===== src/rtl/ccpt_pkg.sv =====
// shared constants for the capture/compare/pwm timer
package ccpt_pkg;
   localparam int          CCPT_CNT_W   = 16;      // counter and channel value width
   localparam int          CCPT_PRE_W   = 6;       // prescaler width, divides up to 64
   localparam int          CCPT_NUM_CH  = 2;       // number of channels
   localparam logic [2:0]  CCPT_SEL_EXT = 3'h7;    // clock select code for the external pin
   localparam logic [15:0] CCPT_CNT_RST = 16'h0000; // counter value after reset or wrap
   localparam logic [15:0] CCPT_VAL_RST = 16'h0000; // channel value after reset
   // edge/level select codes: capture uses bit 0 rising, bit 1 falling
   localparam logic [1:0]  CCPT_ELS_OFF = 2'h0;    // pin not used by the channel
   localparam logic [1:0]  CCPT_ELS_TGL = 2'h1;    // compare: toggle; capture: rising
   localparam logic [1:0]  CCPT_ELS_CLR = 2'h2;    // compare: clear; capture: falling
   localparam logic [1:0]  CCPT_ELS_SET = 2'h3;    // compare: set; capture: both edges
   localparam int          CCPT_ELS_RISE = 0;      // capture rising-edge enable bit
   localparam int          CCPT_ELS_FALL = 1;      // capture falling-edge enable bit
endpackage


===== src/rtl/ccpt_channel.sv =====
// one timer channel: input capture, output compare and toggle-on-overflow pwm
`timescale 1ns/10ps
module ccpt_channel
   import ccpt_pkg::*;
(
   input  wire logic                  i_sys_clk,   // system clock
   input  wire logic                  i_rstn,      // async reset, active low
   input  wire logic                  i_tick,      // counter advance enable
   input  wire logic                  i_ovf,       // counter at modulo on a tick
   input  wire logic [CCPT_CNT_W-1:0] i_count,     // current counter value
   input  wire logic [CCPT_CNT_W-1:0] i_cmp_val,   // compare value in force
   input  wire logic                  i_pin_sync,  // synchronised pin level
   input  wire logic                  i_halt,      // counter halted
   input  wire logic                  i_enable,    // channel in use
   input  wire logic                  i_capture,   // 1 capture, 0 compare
   input  wire logic [1:0]            i_els,       // edge/level select
   input  wire logic                  i_tov,       // toggle on overflow
   input  wire logic                  i_irq_en,    // channel interrupt enable
   input  wire logic                  i_wr,        // value write strobe
   input  wire logic [CCPT_CNT_W-1:0] i_wr_data,   // value write data
   input  wire logic                  i_flag_clr,  // flag clear strobe
   output logic      [CCPT_CNT_W-1:0] o_val,       // channel value register
   output logic                       o_flag,      // channel event flag
   output logic                       o_irq,       // interrupt request
   output logic                       o_pin,       // pin output level
   output logic                       o_pin_oe     // pin output enable
);
   logic pin_d_ff;
   logic rise;
   logic fall;
   logic cap_hit;
   logic match;
   logic [CCPT_CNT_W-1:0] cnt_next;
   logic cmp_mode;
   logic nxt_flag;

   // edge detection on the already synchronised pin
   always_ff @(posedge i_sys_clk or negedge i_rstn) begin
      if (!i_rstn) begin
         pin_d_ff <= 1'b0;
      end else begin
         pin_d_ff <= i_pin_sync;
      end
   end

   assign rise     = i_pin_sync & ~pin_d_ff;
   assign fall     = ~i_pin_sync & pin_d_ff;
   assign cmp_mode = i_enable & ~i_capture;
   // halted counter blocks captures so a stale time is never latched
   assign cap_hit  = i_enable & i_capture & ~i_halt &
                     ((i_els[CCPT_ELS_RISE] & rise) | (i_els[CCPT_ELS_FALL] & fall));
   // match as the counter arrives at the value, so overflow to match spans exactly the value
   assign cnt_next = i_ovf ? CCPT_CNT_RST : i_count + 1'b1;
   assign match    = cmp_mode & i_tick & (cnt_next == i_cmp_val);
   // set wins over a clear in the same cycle
   assign nxt_flag = (cap_hit | match) ? 1'b1 : (i_flag_clr ? 1'b0 : o_flag);

   // value register: capture latches the counter, else software writes land at once
   always_ff @(posedge i_sys_clk or negedge i_rstn) begin
      if (!i_rstn) begin
         o_val <= CCPT_VAL_RST;
      end else if (cap_hit) begin
         o_val <= i_count;
      end else if (i_wr) begin
         o_val <= i_wr_data;
      end
   end

   // flag and interrupt request
   always_ff @(posedge i_sys_clk or negedge i_rstn) begin
      if (!i_rstn) begin
         o_flag <= 1'b0;
         o_irq  <= 1'b0;
      end else begin
         o_flag <= nxt_flag;
         o_irq  <= nxt_flag & i_irq_en;
      end
   end

   // compare pin: overflow toggle first, so a pwm period edge is never lost
   always_ff @(posedge i_sys_clk or negedge i_rstn) begin
      if (!i_rstn) begin
         o_pin    <= 1'b0;
         o_pin_oe <= 1'b0;
      end else begin
         o_pin_oe <= cmp_mode & (i_els != CCPT_ELS_OFF);
         if (cmp_mode && i_tov && i_ovf && i_els != CCPT_ELS_OFF) begin
            o_pin <= ~o_pin;
         end else if (match) begin
            case (i_els)
               CCPT_ELS_TGL: o_pin <= ~o_pin;
               CCPT_ELS_CLR: o_pin <= 1'b0;
               CCPT_ELS_SET: o_pin <= 1'b1;
               default:      o_pin <= o_pin;
            endcase
         end
      end
   end

   a_cap_latch: assert property (@(posedge i_sys_clk) disable iff (!i_rstn)
      cap_hit |=> o_val == $past(i_count)) else $error("capture did not latch counter");
   a_wr_direct: assert property (@(posedge i_sys_clk) disable iff (!i_rstn)
      (i_wr && !cap_hit) |=> o_val == $past(i_wr_data)) else $error("write not applied");
   a_cmp_set: assert property (@(posedge i_sys_clk) disable iff (!i_rstn)
      (match && i_els == CCPT_ELS_SET && !(i_tov && i_ovf)) |=> o_pin)
      else $error("compare set missed");
   a_ovf_toggle: assert property (@(posedge i_sys_clk) disable iff (!i_rstn)
      (cmp_mode && i_tov && i_ovf && i_els != CCPT_ELS_OFF) |=> o_pin != $past(o_pin))
      else $error("overflow toggle missed");
   a_event_irq: assert property (@(posedge i_sys_clk) disable iff (!i_rstn)
      ((cap_hit || match) && i_irq_en) |=> (o_flag && o_irq)) else $error("event irq missing");
   a_halt_capture: assert property (@(posedge i_sys_clk) disable iff (!i_rstn)
      (i_halt && !i_wr) |=> $stable(o_val)) else $error("capture while halted");
endmodule


===== src/rtl/ccpt_timer.sv =====
// capture/compare/pwm timer top: prescaler, counter, overflow, buffered pair
`timescale 1ns/10ps
module ccpt_timer
   import ccpt_pkg::*;
(
   input  wire logic                  i_sys_clk,         // 125 MHz system clock
   input  wire logic                  i_rstn,            // async reset, active low
   input  wire logic [2:0]            i_clk_div_sel,     // clock divider select
   input  wire logic                  i_ext_clk_pin,     // external timer clock pin
   input  wire logic                  i_halt_set,        // pulse: set counter halt
   input  wire logic                  i_halt_clr,        // pulse: clear counter halt
   input  wire logic                  i_cnt_reset,       // pulse: counter and prescaler to 0
   input  wire logic [CCPT_CNT_W-1:0] i_modulo,          // counter modulo value
   input  wire logic                  i_ovf_irq_en,      // overflow interrupt enable
   input  wire logic                  i_ovf_flag_clr,    // pulse: clear overflow flag
   input  wire logic                  i_buf_pair,        // link channels 0 and 1
   input  wire logic [1:0]            i_ch_capture,      // per channel: 1 capture, 0 compare
   input  wire logic [1:0]            i_ch0_els,         // channel 0 edge/level select
   input  wire logic [1:0]            i_ch1_els,         // channel 1 edge/level select
   input  wire logic [1:0]            i_ch_tov,          // per channel toggle on overflow
   input  wire logic [1:0]            i_ch_irq_en,       // per channel interrupt enable
   input  wire logic [1:0]            i_ch_wr,           // per channel value write strobe
   input  wire logic [CCPT_CNT_W-1:0] i_ch0_wr_data,     // channel 0 write data
   input  wire logic [CCPT_CNT_W-1:0] i_ch1_wr_data,     // channel 1 write data
   input  wire logic [1:0]            i_ch_flag_clr,     // per channel flag clear strobe
   input  wire logic [1:0]            i_ch_pin,          // channel pin levels
   output logic      [CCPT_CNT_W-1:0] o_count,           // counter value
   output logic                       o_counter_halt,    // counter halt bit
   output logic                       o_overflow_flag,   // overflow flag
   output logic                       o_ovf_irq,         // overflow interrupt request
   output logic                       o_ext_clk_input,   // external pin forced to input
   output logic                       o_buf_active,      // buffered pair: channel in control
   output logic      [CCPT_CNT_W-1:0] o_ch0_val,         // channel 0 value register
   output logic      [CCPT_CNT_W-1:0] o_ch1_val,         // channel 1 value register
   output logic      [1:0]            o_ch_flag,         // per channel event flag
   output logic      [1:0]            o_ch_irq,          // per channel interrupt request
   output logic      [1:0]            o_ch_pin,          // channel pin output levels
   output logic      [1:0]            o_ch_pin_oe        // channel pin output enables
);
   logic [CCPT_PRE_W-1:0] pre_ff;
   logic [CCPT_PRE_W-1:0] pre_mask;
   logic                  ext_s1_ff;
   logic                  ext_s2_ff;
   logic                  ext_d_ff;
   logic                  ext_rise;
   logic [1:0]            pin_s1_ff;
   logic [1:0]            pin_s2_ff;
   logic                  tick;
   logic                  ovf;
   logic                  last_wr_ff;
   logic                  nxt_last_wr;
   logic                  nxt_ovf_flag;
   logic [CCPT_CNT_W-1:0] ch_val    [CCPT_NUM_CH];
   logic [CCPT_CNT_W-1:0] ch_cmp    [CCPT_NUM_CH];
   logic [CCPT_CNT_W-1:0] ch_wdata  [CCPT_NUM_CH];
   logic [1:0]            ch_els    [CCPT_NUM_CH];
   logic [1:0]            ch_enable;

   // two-flop synchronisers for the external clock and the channel pins
   always_ff @(posedge i_sys_clk or negedge i_rstn) begin
      if (!i_rstn) begin
         ext_s1_ff <= 1'b0;
         ext_s2_ff <= 1'b0;
         ext_d_ff  <= 1'b0;
         pin_s1_ff <= 2'h0;
         pin_s2_ff <= 2'h0;
      end else begin
         ext_s1_ff <= i_ext_clk_pin;
         ext_s2_ff <= ext_s1_ff;
         ext_d_ff  <= ext_s2_ff;
         pin_s1_ff <= i_ch_pin;
         pin_s2_ff <= pin_s1_ff;
      end
   end

   assign ext_rise = ext_s2_ff & ~ext_d_ff;

   // divide by 2^sel: tick when the low sel bits of the prescaler are all ones
   assign pre_mask = ~({CCPT_PRE_W{1'b1}} << i_clk_div_sel);
   assign tick     = ~o_counter_halt &
                     ((i_clk_div_sel == CCPT_SEL_EXT) ? ext_rise :
                      ((pre_ff & pre_mask) == pre_mask));
   assign ovf      = tick & (o_count == i_modulo);

   // prescaler only runs while the counter does, so halt freezes phase too
   always_ff @(posedge i_sys_clk or negedge i_rstn) begin
      if (!i_rstn) begin
         pre_ff <= '0;
      end else if (i_cnt_reset) begin
         pre_ff <= '0;
      end else if (!o_counter_halt) begin
         pre_ff <= pre_ff + 1'b1;
      end
   end

   // halt bit: comes out of reset set, so the counter waits for software
   always_ff @(posedge i_sys_clk or negedge i_rstn) begin
      if (!i_rstn) begin
         o_counter_halt <= 1'b1;
      end else if (i_halt_clr) begin
         o_counter_halt <= 1'b0;
      end else if (i_halt_set) begin
         o_counter_halt <= 1'b1;
      end
   end

   // free-running up-counter, period is modulo plus one ticks
   always_ff @(posedge i_sys_clk or negedge i_rstn) begin
      if (!i_rstn) begin
         o_count <= CCPT_CNT_RST;
      end else if (i_cnt_reset) begin
         o_count <= CCPT_CNT_RST;
      end else if (tick) begin
         o_count <= ovf ? CCPT_CNT_RST : o_count + 1'b1;
      end
   end

   // overflow flag: a new overflow beats a clear arriving in the same cycle
   assign nxt_ovf_flag = ovf ? 1'b1 : (i_ovf_flag_clr ? 1'b0 : o_overflow_flag);
   always_ff @(posedge i_sys_clk or negedge i_rstn) begin
      if (!i_rstn) begin
         o_overflow_flag <= 1'b0;
         o_ovf_irq       <= 1'b0;
      end else begin
         o_overflow_flag <= nxt_ovf_flag;
         o_ovf_irq       <= nxt_ovf_flag & i_ovf_irq_en;
      end
   end

   // pin direction override while the external clock is selected
   always_ff @(posedge i_sys_clk or negedge i_rstn) begin
      if (!i_rstn) begin
         o_ext_clk_input <= 1'b0;
      end else begin
         o_ext_clk_input <= (i_clk_div_sel == CCPT_SEL_EXT);
      end
   end

   // buffered pair: the last written channel takes over at the next overflow;
   // writing the one in control behaves unbuffered, software must avoid it
   assign nxt_last_wr = i_ch_wr[1] ? 1'b1 : (i_ch_wr[0] ? 1'b0 : last_wr_ff);
   always_ff @(posedge i_sys_clk or negedge i_rstn) begin
      if (!i_rstn) begin
         last_wr_ff   <= 1'b0;
         o_buf_active <= 1'b0;
      end else if (!i_buf_pair) begin
         last_wr_ff   <= 1'b0;
         o_buf_active <= 1'b0;
      end else begin
         last_wr_ff <= nxt_last_wr;
         if (ovf) begin
            o_buf_active <= nxt_last_wr;
         end
      end
   end

   // channel wiring; in buffered mode channel 0 controls govern and channel 1 idles
   assign ch_wdata[0] = i_ch0_wr_data;
   assign ch_wdata[1] = i_ch1_wr_data;
   assign ch_els[0]   = i_ch0_els;
   assign ch_els[1]   = i_ch1_els;
   assign ch_enable   = {~i_buf_pair, 1'b1};
   assign ch_cmp[0]   = (i_buf_pair && o_buf_active) ? ch_val[1] : ch_val[0];
   assign ch_cmp[1]   = ch_val[1];
   assign o_ch0_val   = ch_val[0];
   assign o_ch1_val   = ch_val[1];

   // pwm duty is the compare value over modulo plus one, e.g. 0x0080 of 256
   genvar g;
   generate
      for (g = 0; g < CCPT_NUM_CH; g++) begin : g_ch
         ccpt_channel u_ch (
            .i_sys_clk  (i_sys_clk),
            .i_rstn     (i_rstn),
            .i_tick     (tick),
            .i_ovf      (ovf),
            .i_count    (o_count),
            .i_cmp_val  (ch_cmp[g]),
            .i_pin_sync (pin_s2_ff[g]),
            .i_halt     (o_counter_halt),
            .i_enable   (ch_enable[g]),
            .i_capture  (i_ch_capture[g]),
            .i_els      (ch_els[g]),
            .i_tov      (i_ch_tov[g]),
            .i_irq_en   (i_ch_irq_en[g]),
            .i_wr       (i_ch_wr[g]),
            .i_wr_data  (ch_wdata[g]),
            .i_flag_clr (i_ch_flag_clr[g]),
            .o_val      (ch_val[g]),
            .o_flag     (o_ch_flag[g]),
            .o_irq      (o_ch_irq[g]),
            .o_pin      (o_ch_pin[g]),
            .o_pin_oe   (o_ch_pin_oe[g])
         );
      end
   endgenerate

   a_halt_freeze: assert property (@(posedge i_sys_clk) disable iff (!i_rstn)
      (o_counter_halt && !i_cnt_reset) |=> $stable(o_count)) else $error("counter moved halted");
   a_ovf_wrap: assert property (@(posedge i_sys_clk) disable iff (!i_rstn)
      ovf |=> (o_count == CCPT_CNT_RST && o_overflow_flag)) else $error("no wrap at modulo");
   a_ovf_irq: assert property (@(posedge i_sys_clk) disable iff (!i_rstn)
      (ovf && i_ovf_irq_en) |=> o_ovf_irq) else $error("overflow irq missing");
   a_ext_only: assert property (@(posedge i_sys_clk) disable iff (!i_rstn)
      (i_clk_div_sel == CCPT_SEL_EXT && !ext_rise) |-> !tick) else $error("tick without pin edge");
   a_div_two: assert property (@(posedge i_sys_clk) disable iff (!i_rstn)
      (i_clk_div_sel == 3'h1 && tick && $stable(i_clk_div_sel) && !i_cnt_reset) |=> !tick)
      else $error("divide by two ticked twice");
   a_full_rate: assert property (@(posedge i_sys_clk) disable iff (!i_rstn)
      (i_clk_div_sel == 3'h0 && !o_counter_halt) |-> tick) else $error("full rate missed tick");
   a_buf_switch: assert property (@(posedge i_sys_clk) disable iff (!i_rstn)
      (i_buf_pair && ovf && (i_ch_wr[1] || (last_wr_ff && !i_ch_wr[0]))) |=> o_buf_active)
      else $error("buffer did not switch");
   a_pin1_free: assert property (@(posedge i_sys_clk) disable iff (!i_rstn)
      i_buf_pair [*2] |-> !o_ch_pin_oe[1]) else $error("pin 1 driven while linked");
endmodule


===== config.mk =====
export PLATFORM = sky130hd
export DESIGN_NAME = ccpt_timer
export DESIGN_NICKNAME = d
export VERILOG_FILES = /design/src/rtl/ccpt_pkg.sv /design/src/rtl/ccpt_channel.sv /design/src/rtl/ccpt_timer.sv
export SDC_FILE = /design/constraint.sdc
export NUM_CORES = 1
export LEC_CHECK = 0
export BUFFER_PORTS_ARGS = -buffer_cell sky130_fd_sc_hd__buf_4
export CAP_MARGIN = 20
export CELL_PAD_IN_SITES_DETAIL_PLACEMENT = 1
export CELL_PAD_IN_SITES_GLOBAL_PLACEMENT = 2
export CORE_UTILIZATION = 30
export CTS_BUF_LIST = sky130_fd_sc_hd__clkbuf_2
export DETAILED_ROUTE_END_ITERATION = 7
export PLACE_DENSITY = 0.85
export SYNTH_ARGS = -nofsm -noshare
export SYNTH_HDL_FRONTEND = slang
export SYNTH_SLANG_ARGS = --single-unit
export TNS_END_PERCENT = 20

===== constraint.sdc =====
create_clock -name i_sys_clk -period 3.5 [get_ports i_sys_clk]
set_clock_uncertainty 0.05 [all_clocks]
set_input_delay 0.175 -clock i_sys_clk [delete_from_list [all_inputs] [get_ports i_sys_clk]]
set_output_delay 0.175 -clock i_sys_clk [all_outputs]
set_load 0.01 [all_outputs]

# --- After elaboration in Yosys (flattened, before gate mapping) ---
# Cells that the tools add are included.
totals:
  regBits: 77
  inputBits: 76
  out_inout_bits: 61
  wordCells: 133
op_classes:
  addsub: 2
  eq_ne: 13
  shifts: 1
  n_mux: 30
  bitwise_logic: 43
  reduce_logical: 19
ops:
  columns: ["operator", "n"]
  rows:
  - ["2-to-1 mux 16 bit", 8]
  - ["== test 16 bit", 3]
  - ["AND 1 bit", 26]
  - ["2-to-1 mux 1 bit", 18]
  - ["adder 16 x 1 -> 16 bit (second input constant)", 1]
  - ["nonzero test 2 bit", 8]
  - ["2-to-1 mux 6 bit", 2]
  - ["NOT 1 bit", 11]
  - ["== test 2 bit (second input constant)", 4]
  - ["nonzero test 4 bit", 2]
  - ["logical AND 1 bit", 7]
  - ["adder 6 x 1 -> 6 bit (second input constant)", 1]
  - ["AND 6 bit", 1]
  - ["== test 6 bit", 1]
  - ["NOT 6 bit", 1]
  - ["case mux 1 bit (3 select lines)", 2]
  - ["<< shifter 6 x 3 -> 6 bit (first input constant)", 1]
  - ["== test 2 x 1 -> 1 bit (second input constant)", 2]
  - ["OR 1 bit", 4]
  - ["AND reduction 2 bit", 2]
  - ["== test 3 bit (second input constant)", 1]
  - ["!= test 2 x 1 -> 1 bit (second input constant)", 1]
  - ["!= test 2 bit (second input constant)", 1]

# --- Depth between registers and ports, before layout ---
depth:
  depth_word: 13
  ltp_mapped: 11
  ltp_nobuf: 10

# --- Cells and area by module ---
# A second synthesis with hierarchy kept.
unflattened:
  hier_cells: 682
  hier_area_um2: 5881.9
by_module_without_submodules:
  columns: ["mod", "n_inst", "cells_each", "area_each_um2", "seq_area_each_um2"]
  rows:
  - ["ccpt_channel", 2, 240, 1916.8, 525.5]
  - ["ccpt_timer", 1, 202, 2048.2, 877.1]

# --- Worst setup path after synthesis ---
# Ideal clock, no wire load.
synth_timing:
  path_kind: "register -> register"
  startpoint: "register o_count[0]"
  endpoint: "register g_ch[0].u_ch.o_pin"
  setup_time_ns: 0.126
  arrival_ns: 2.795
  required_ns: 3.324
  setup_slack_ns: 0.529
  stages_incl_launch_ff: 11
  n_path_buf: 1
  synth_period_minus_slack_ns: 2.971
  cell_sequence: "dfrtp_1 ha_1 nand4_1 or4_4 buf_6 xor2_2 nor2_1 a2111oi_2 nand4_1 o31a_1 a311o_1"
synth_via:
  elab_chain_len: 7
  word_cells_on_any_way: 12
  cone_classes: "1 x add/sub; 2 x eq/ne; 2 x mux; 2 x bitwise; 5 x reduce/logical"
synth_lines:
  columns: ["element", "line", "text"]
  rows:
  - ["start, declared", "ccpt_timer.sv:27", "output logic [CCPT_CNT_W-1:0] o_count,"]
  - ["start signal, assigned", "ccpt_timer.sv:114", "o_count <= ovf ? CCPT_CNT_RST : o_count + 1'b1;"]
  - ["branches (longest 7 deep; another with adder 16 x 1 -> 16 bit)", null, null]
  - ["end signal, assigned", "ccpt_channel.sv:88", "o_pin <= ~o_pin;"]
  - ["end signal, assigned", "ccpt_channel.sv:91", "CCPT_ELS_TGL: o_pin <= ~o_pin;"]
  - ["end signal, assigned", "ccpt_channel.sv:94", "default: o_pin <= o_pin;"]
  - ["end, declared", "ccpt_channel.sv:25", "output logic o_pin,"]
# Parallel ways; which one is timed is not known.
# A chain may end at the register's enable or synchronous reset.

# --- Worst setup path in the final report ---
layout_timing:
  startpoint: "register o_count[1]"
  endpoint: "register g_ch[0].u_ch.o_pin"
# Same word-level chain as after synthesis.

==> results.yml <==
cells_and_area:
  drive_gt1_frac: 0.272
  multi_input_area_um2: 2700
  finalInstanceArea_um2: 7000
  nNetsFinal: 816
  ff_latch_area_um2: 1940
  fill_cells: 1871
  syn2layout_area_growth_pct: 42.3
synthesis:
  async_flop_share: 1.00
  syn_inst: 548
  ys_warn_count: 0
  synth.area.top_cells: "dfrtp_1 39%, mux2i_1 9.2%, xnor2_1 5.5%"
  synthesis.nets: 626
  synth_edf_count: 0
  synth_top_area_share: 0.387
  syn_avg_cell_area_um2: 8.97
  synth.distinct_cells: 69
  dominantRegCellSynth: "dfrtp_1"
  post-synth-top-count-cell: "dfrtp_1"
  synth_top_area_cell: "dfrtp_1"
  synth_common_cells: "76 x dfrtp_1, 59 x nand2_1, 52 x o21ai_0"
  syn_area_um2: 4910
  synth.yosys.seq_area_share: 0.392
  synth-seq-cells: 77
critical_path:
  crit_required_ps: 3930
  cp_data_arrival_time_ps: 3710
  cpPeakStageDelay_ps: 420
  endpoint_kind: "flop"
  r2r-start: "o_count[1]"
  path_cells: "ha_1 > nand4_1 > or3_1 > xor2_1 > a21oi_1 > o22ai_1 > nor4_1 > a31oi_1 > o31a_1 > a311o_1"
  crit_slowest_cell: "dfrtp_1"
  ff2ff_setup_slack_ps: 220
  path_max_fanout: 6
  crit_type: "reg2reg"
  r2r_end: "g_ch[0].u_ch.o_pin"
  cp-start-kind: "flop"
  r2r_cells: 10
cts:
  clock_sinks: 77
  clk_latency_ps: 600
  clkTransAtPathRegs_ps: 220
  cts_tree: "done"
  clockBufferDepth: 2
  cts_made_buffers: 9
  htree_levels: 3
  cts_setup_buffers: 0
  ctsRootBufferMaster: "clkbuf_2"
timing:
  rsz0062_at_grt: "false"
  slew_viol_final: 0
  hold_viol_final: 0
  worst_pin_slew_ps: 713
  slew_headroom: 0.522
  period_needed_ps: 3280
  fmax_mhz: 305
  setup_viol: 0
  tns_ps: 0
  finalCritPeriodShare: 0.936
  holdWs_ps: 14.5
drt:
  routed-via-count: 5098
  first_pass_iters: 5
  viasPerCell: 5.30
  ant_nets: 0
  wl_per_cell_um: 21.4
  drtIter0Drc: 380
  post-route-drc-count: 0
  wl_um: 20600
global_routing:
  grt_max_degree: 78
  top_usage_layer: "met2"
  grt_usage: 0.253
  use_met2: 0.444
  use_met3: 0.0435
  antenna_found_initial: 2
  grt_pass1_vias: 5345
  grt_pass1_wl_um: 31400
  grtUsageMet1: 0.316
  overflow: 0
floorplan:
  die_x_um: 130
  coreArea_um2: 15900
  die_h_um: 130
  ioPinCount: 137
  die_area_um2: 16900
  start_util: 0.308
  fp-row-count: 46
pwr:
  leakage_nw: 3.06
  power.density_nw_per_um2: 301
  ir_drop_v: 0.000129
  finalPower_mw: 2.11
worst_hold_path:
  hold_class: "in2async"
place:
  gp_congestion: 0.930
  port_buffers: 136
  placed_area_um2: 6110
  dp_hpwl_um: 15200
status:
  status: "finished clean"
run:
  cap_violations: 0
registers in the layout (all words and copies together) (netlist names), 2 cells and up:
| name | count |
|---|---|
| g_ch.u_ch.o_flag | 2 |
| g_ch.u_ch.o_irq | 2 |
| g_ch.u_ch.o_pin | 2 |
| g_ch.u_ch.o_pin_oe | 2 |
| g_ch.u_ch.o_val | 32 |
| g_ch.u_ch.pin_d_ff | 2 |
| o_count | 16 |
| pin_s1_ff | 2 |
| pin_s2_ff | 2 |
| pre_ff | 6 |
area by class of cell:
| type | count | area share |
|---|---|---|
| Tap cell | 216 | 0.0386 |
| Antenna cell | 2 | 0.000715 |
| Clock inverter | 7 | 0.00948 |
| Multi-Input combinational cell | 409 | 0.385 |
| Sequential cell | 77 | 0.277 |
| Clock buffer | 9 | 0.00644 |
| Timing Repair Buffer | 227 | 0.275 |
| Inverter | 14 | 0.00751 |
logic make-up (layout without fill, tap and decap cells):
group	after synthesis	in the layout	share of synthesized area
flip-flops	77	77	0.392
adder cells (fa/ha/maj)	2	2	0.00509
AND/OR/NAND/NOR	195	195	0.201
other	0	2	0
AO/OA/AOI/OAI	120	120	0.156
XOR/XNOR	43	43	0.0820
buffers and inverters	62	257	0.0616
multiplexers	49	49	0.102
stage by stage:
stage	utilization	setup slack, ps	std cells
after global routing	0.439	29.8	961
after global placement	0.383	92.8	873
after floorplan	-	529	548
after detailed placement	0.383	120	873
after CTS	0.433	49.5	956
final	0.439	223	961
worst max-delay path: cells and delay by family, from the launching register on:
kind / cells / cell delay [ps]
flops: 1 / 420
fa+ha+maj: 1 / 330
xor+xnor: 1 / 190
simple gates: 3 / 1040
compound gates: 5 / 1130
layout by cell type (no fill, tap or decap), drive strengths merged, types with 2 or more instances in the layout:
cell         netlist  routed
buf               26     159
nand3b             7       7
dfrtp             76      76
nor3              16      16
a221o              3       3
o211ai             2       2
xnor2             32      32
clkinv             0       4
and3               4       4
o21ai             53      53
nand3             16      16
xor2              11      11
nor4b              3       3
a31oi              6       6
mux2i             45      45
inv               14      14
nor2              49      49
a21oi             23      23
nand2b             2       2
dlygate4sd3        0      67
diode              0       2
a2111oi            3       3
nand4             13      13
nor2b              6       6
o21a               3       3
and2               3       3
mux2               4       4
nor4               7       7
clkbuf            22      10
or3                2       2
o2111ai            3       3
o22ai              6       6
o31a               2       2
ha                 2       2
nand2             60      60
a221oi             2       2
nor3b              2       2
o221ai             2       2
clkinvlp           0       2
repair_timing:
action,CTS,global route
setup endpoints to repair,0,3
endpoints found under the hold margin,147,0
hold buffers,67,0
resized for setup,0,10
how the worst max path moves through the flow:
stage          startpoint                 end  cells past startpoint
6_report       o_count[1]  g_ch[0].u_ch.o_pin                     10
3_3_place_gp   o_count[8]  g_ch[1].u_ch.o_irq                     10
2_1_floorplan  o_count[0]  g_ch[0].u_ch.o_pin                     10
4_1_cts        o_count[8]  g_ch[1].u_ch.o_pin                     10
3_5_place_dp   o_count[8]  g_ch[1].u_ch.o_irq                     10
5_1_grt        o_count[1]  g_ch[0].u_ch.o_pin                     10
layer usage:
layer  wire [um]  part of all wire
met2       10400              0.51
met4         435             0.021
met1        8750              0.42
met5           0                 0
met3         990             0.048
power by group:
group	internal [mW]	switching (mW)	leakage [nW]
registers	0.954	0.110	0.957
clock network	0.159	0.343	0.0630
logic	0.292	0.247	2.04
total	1.41	0.700	3.06
Power figures use the tool's default switching activity.
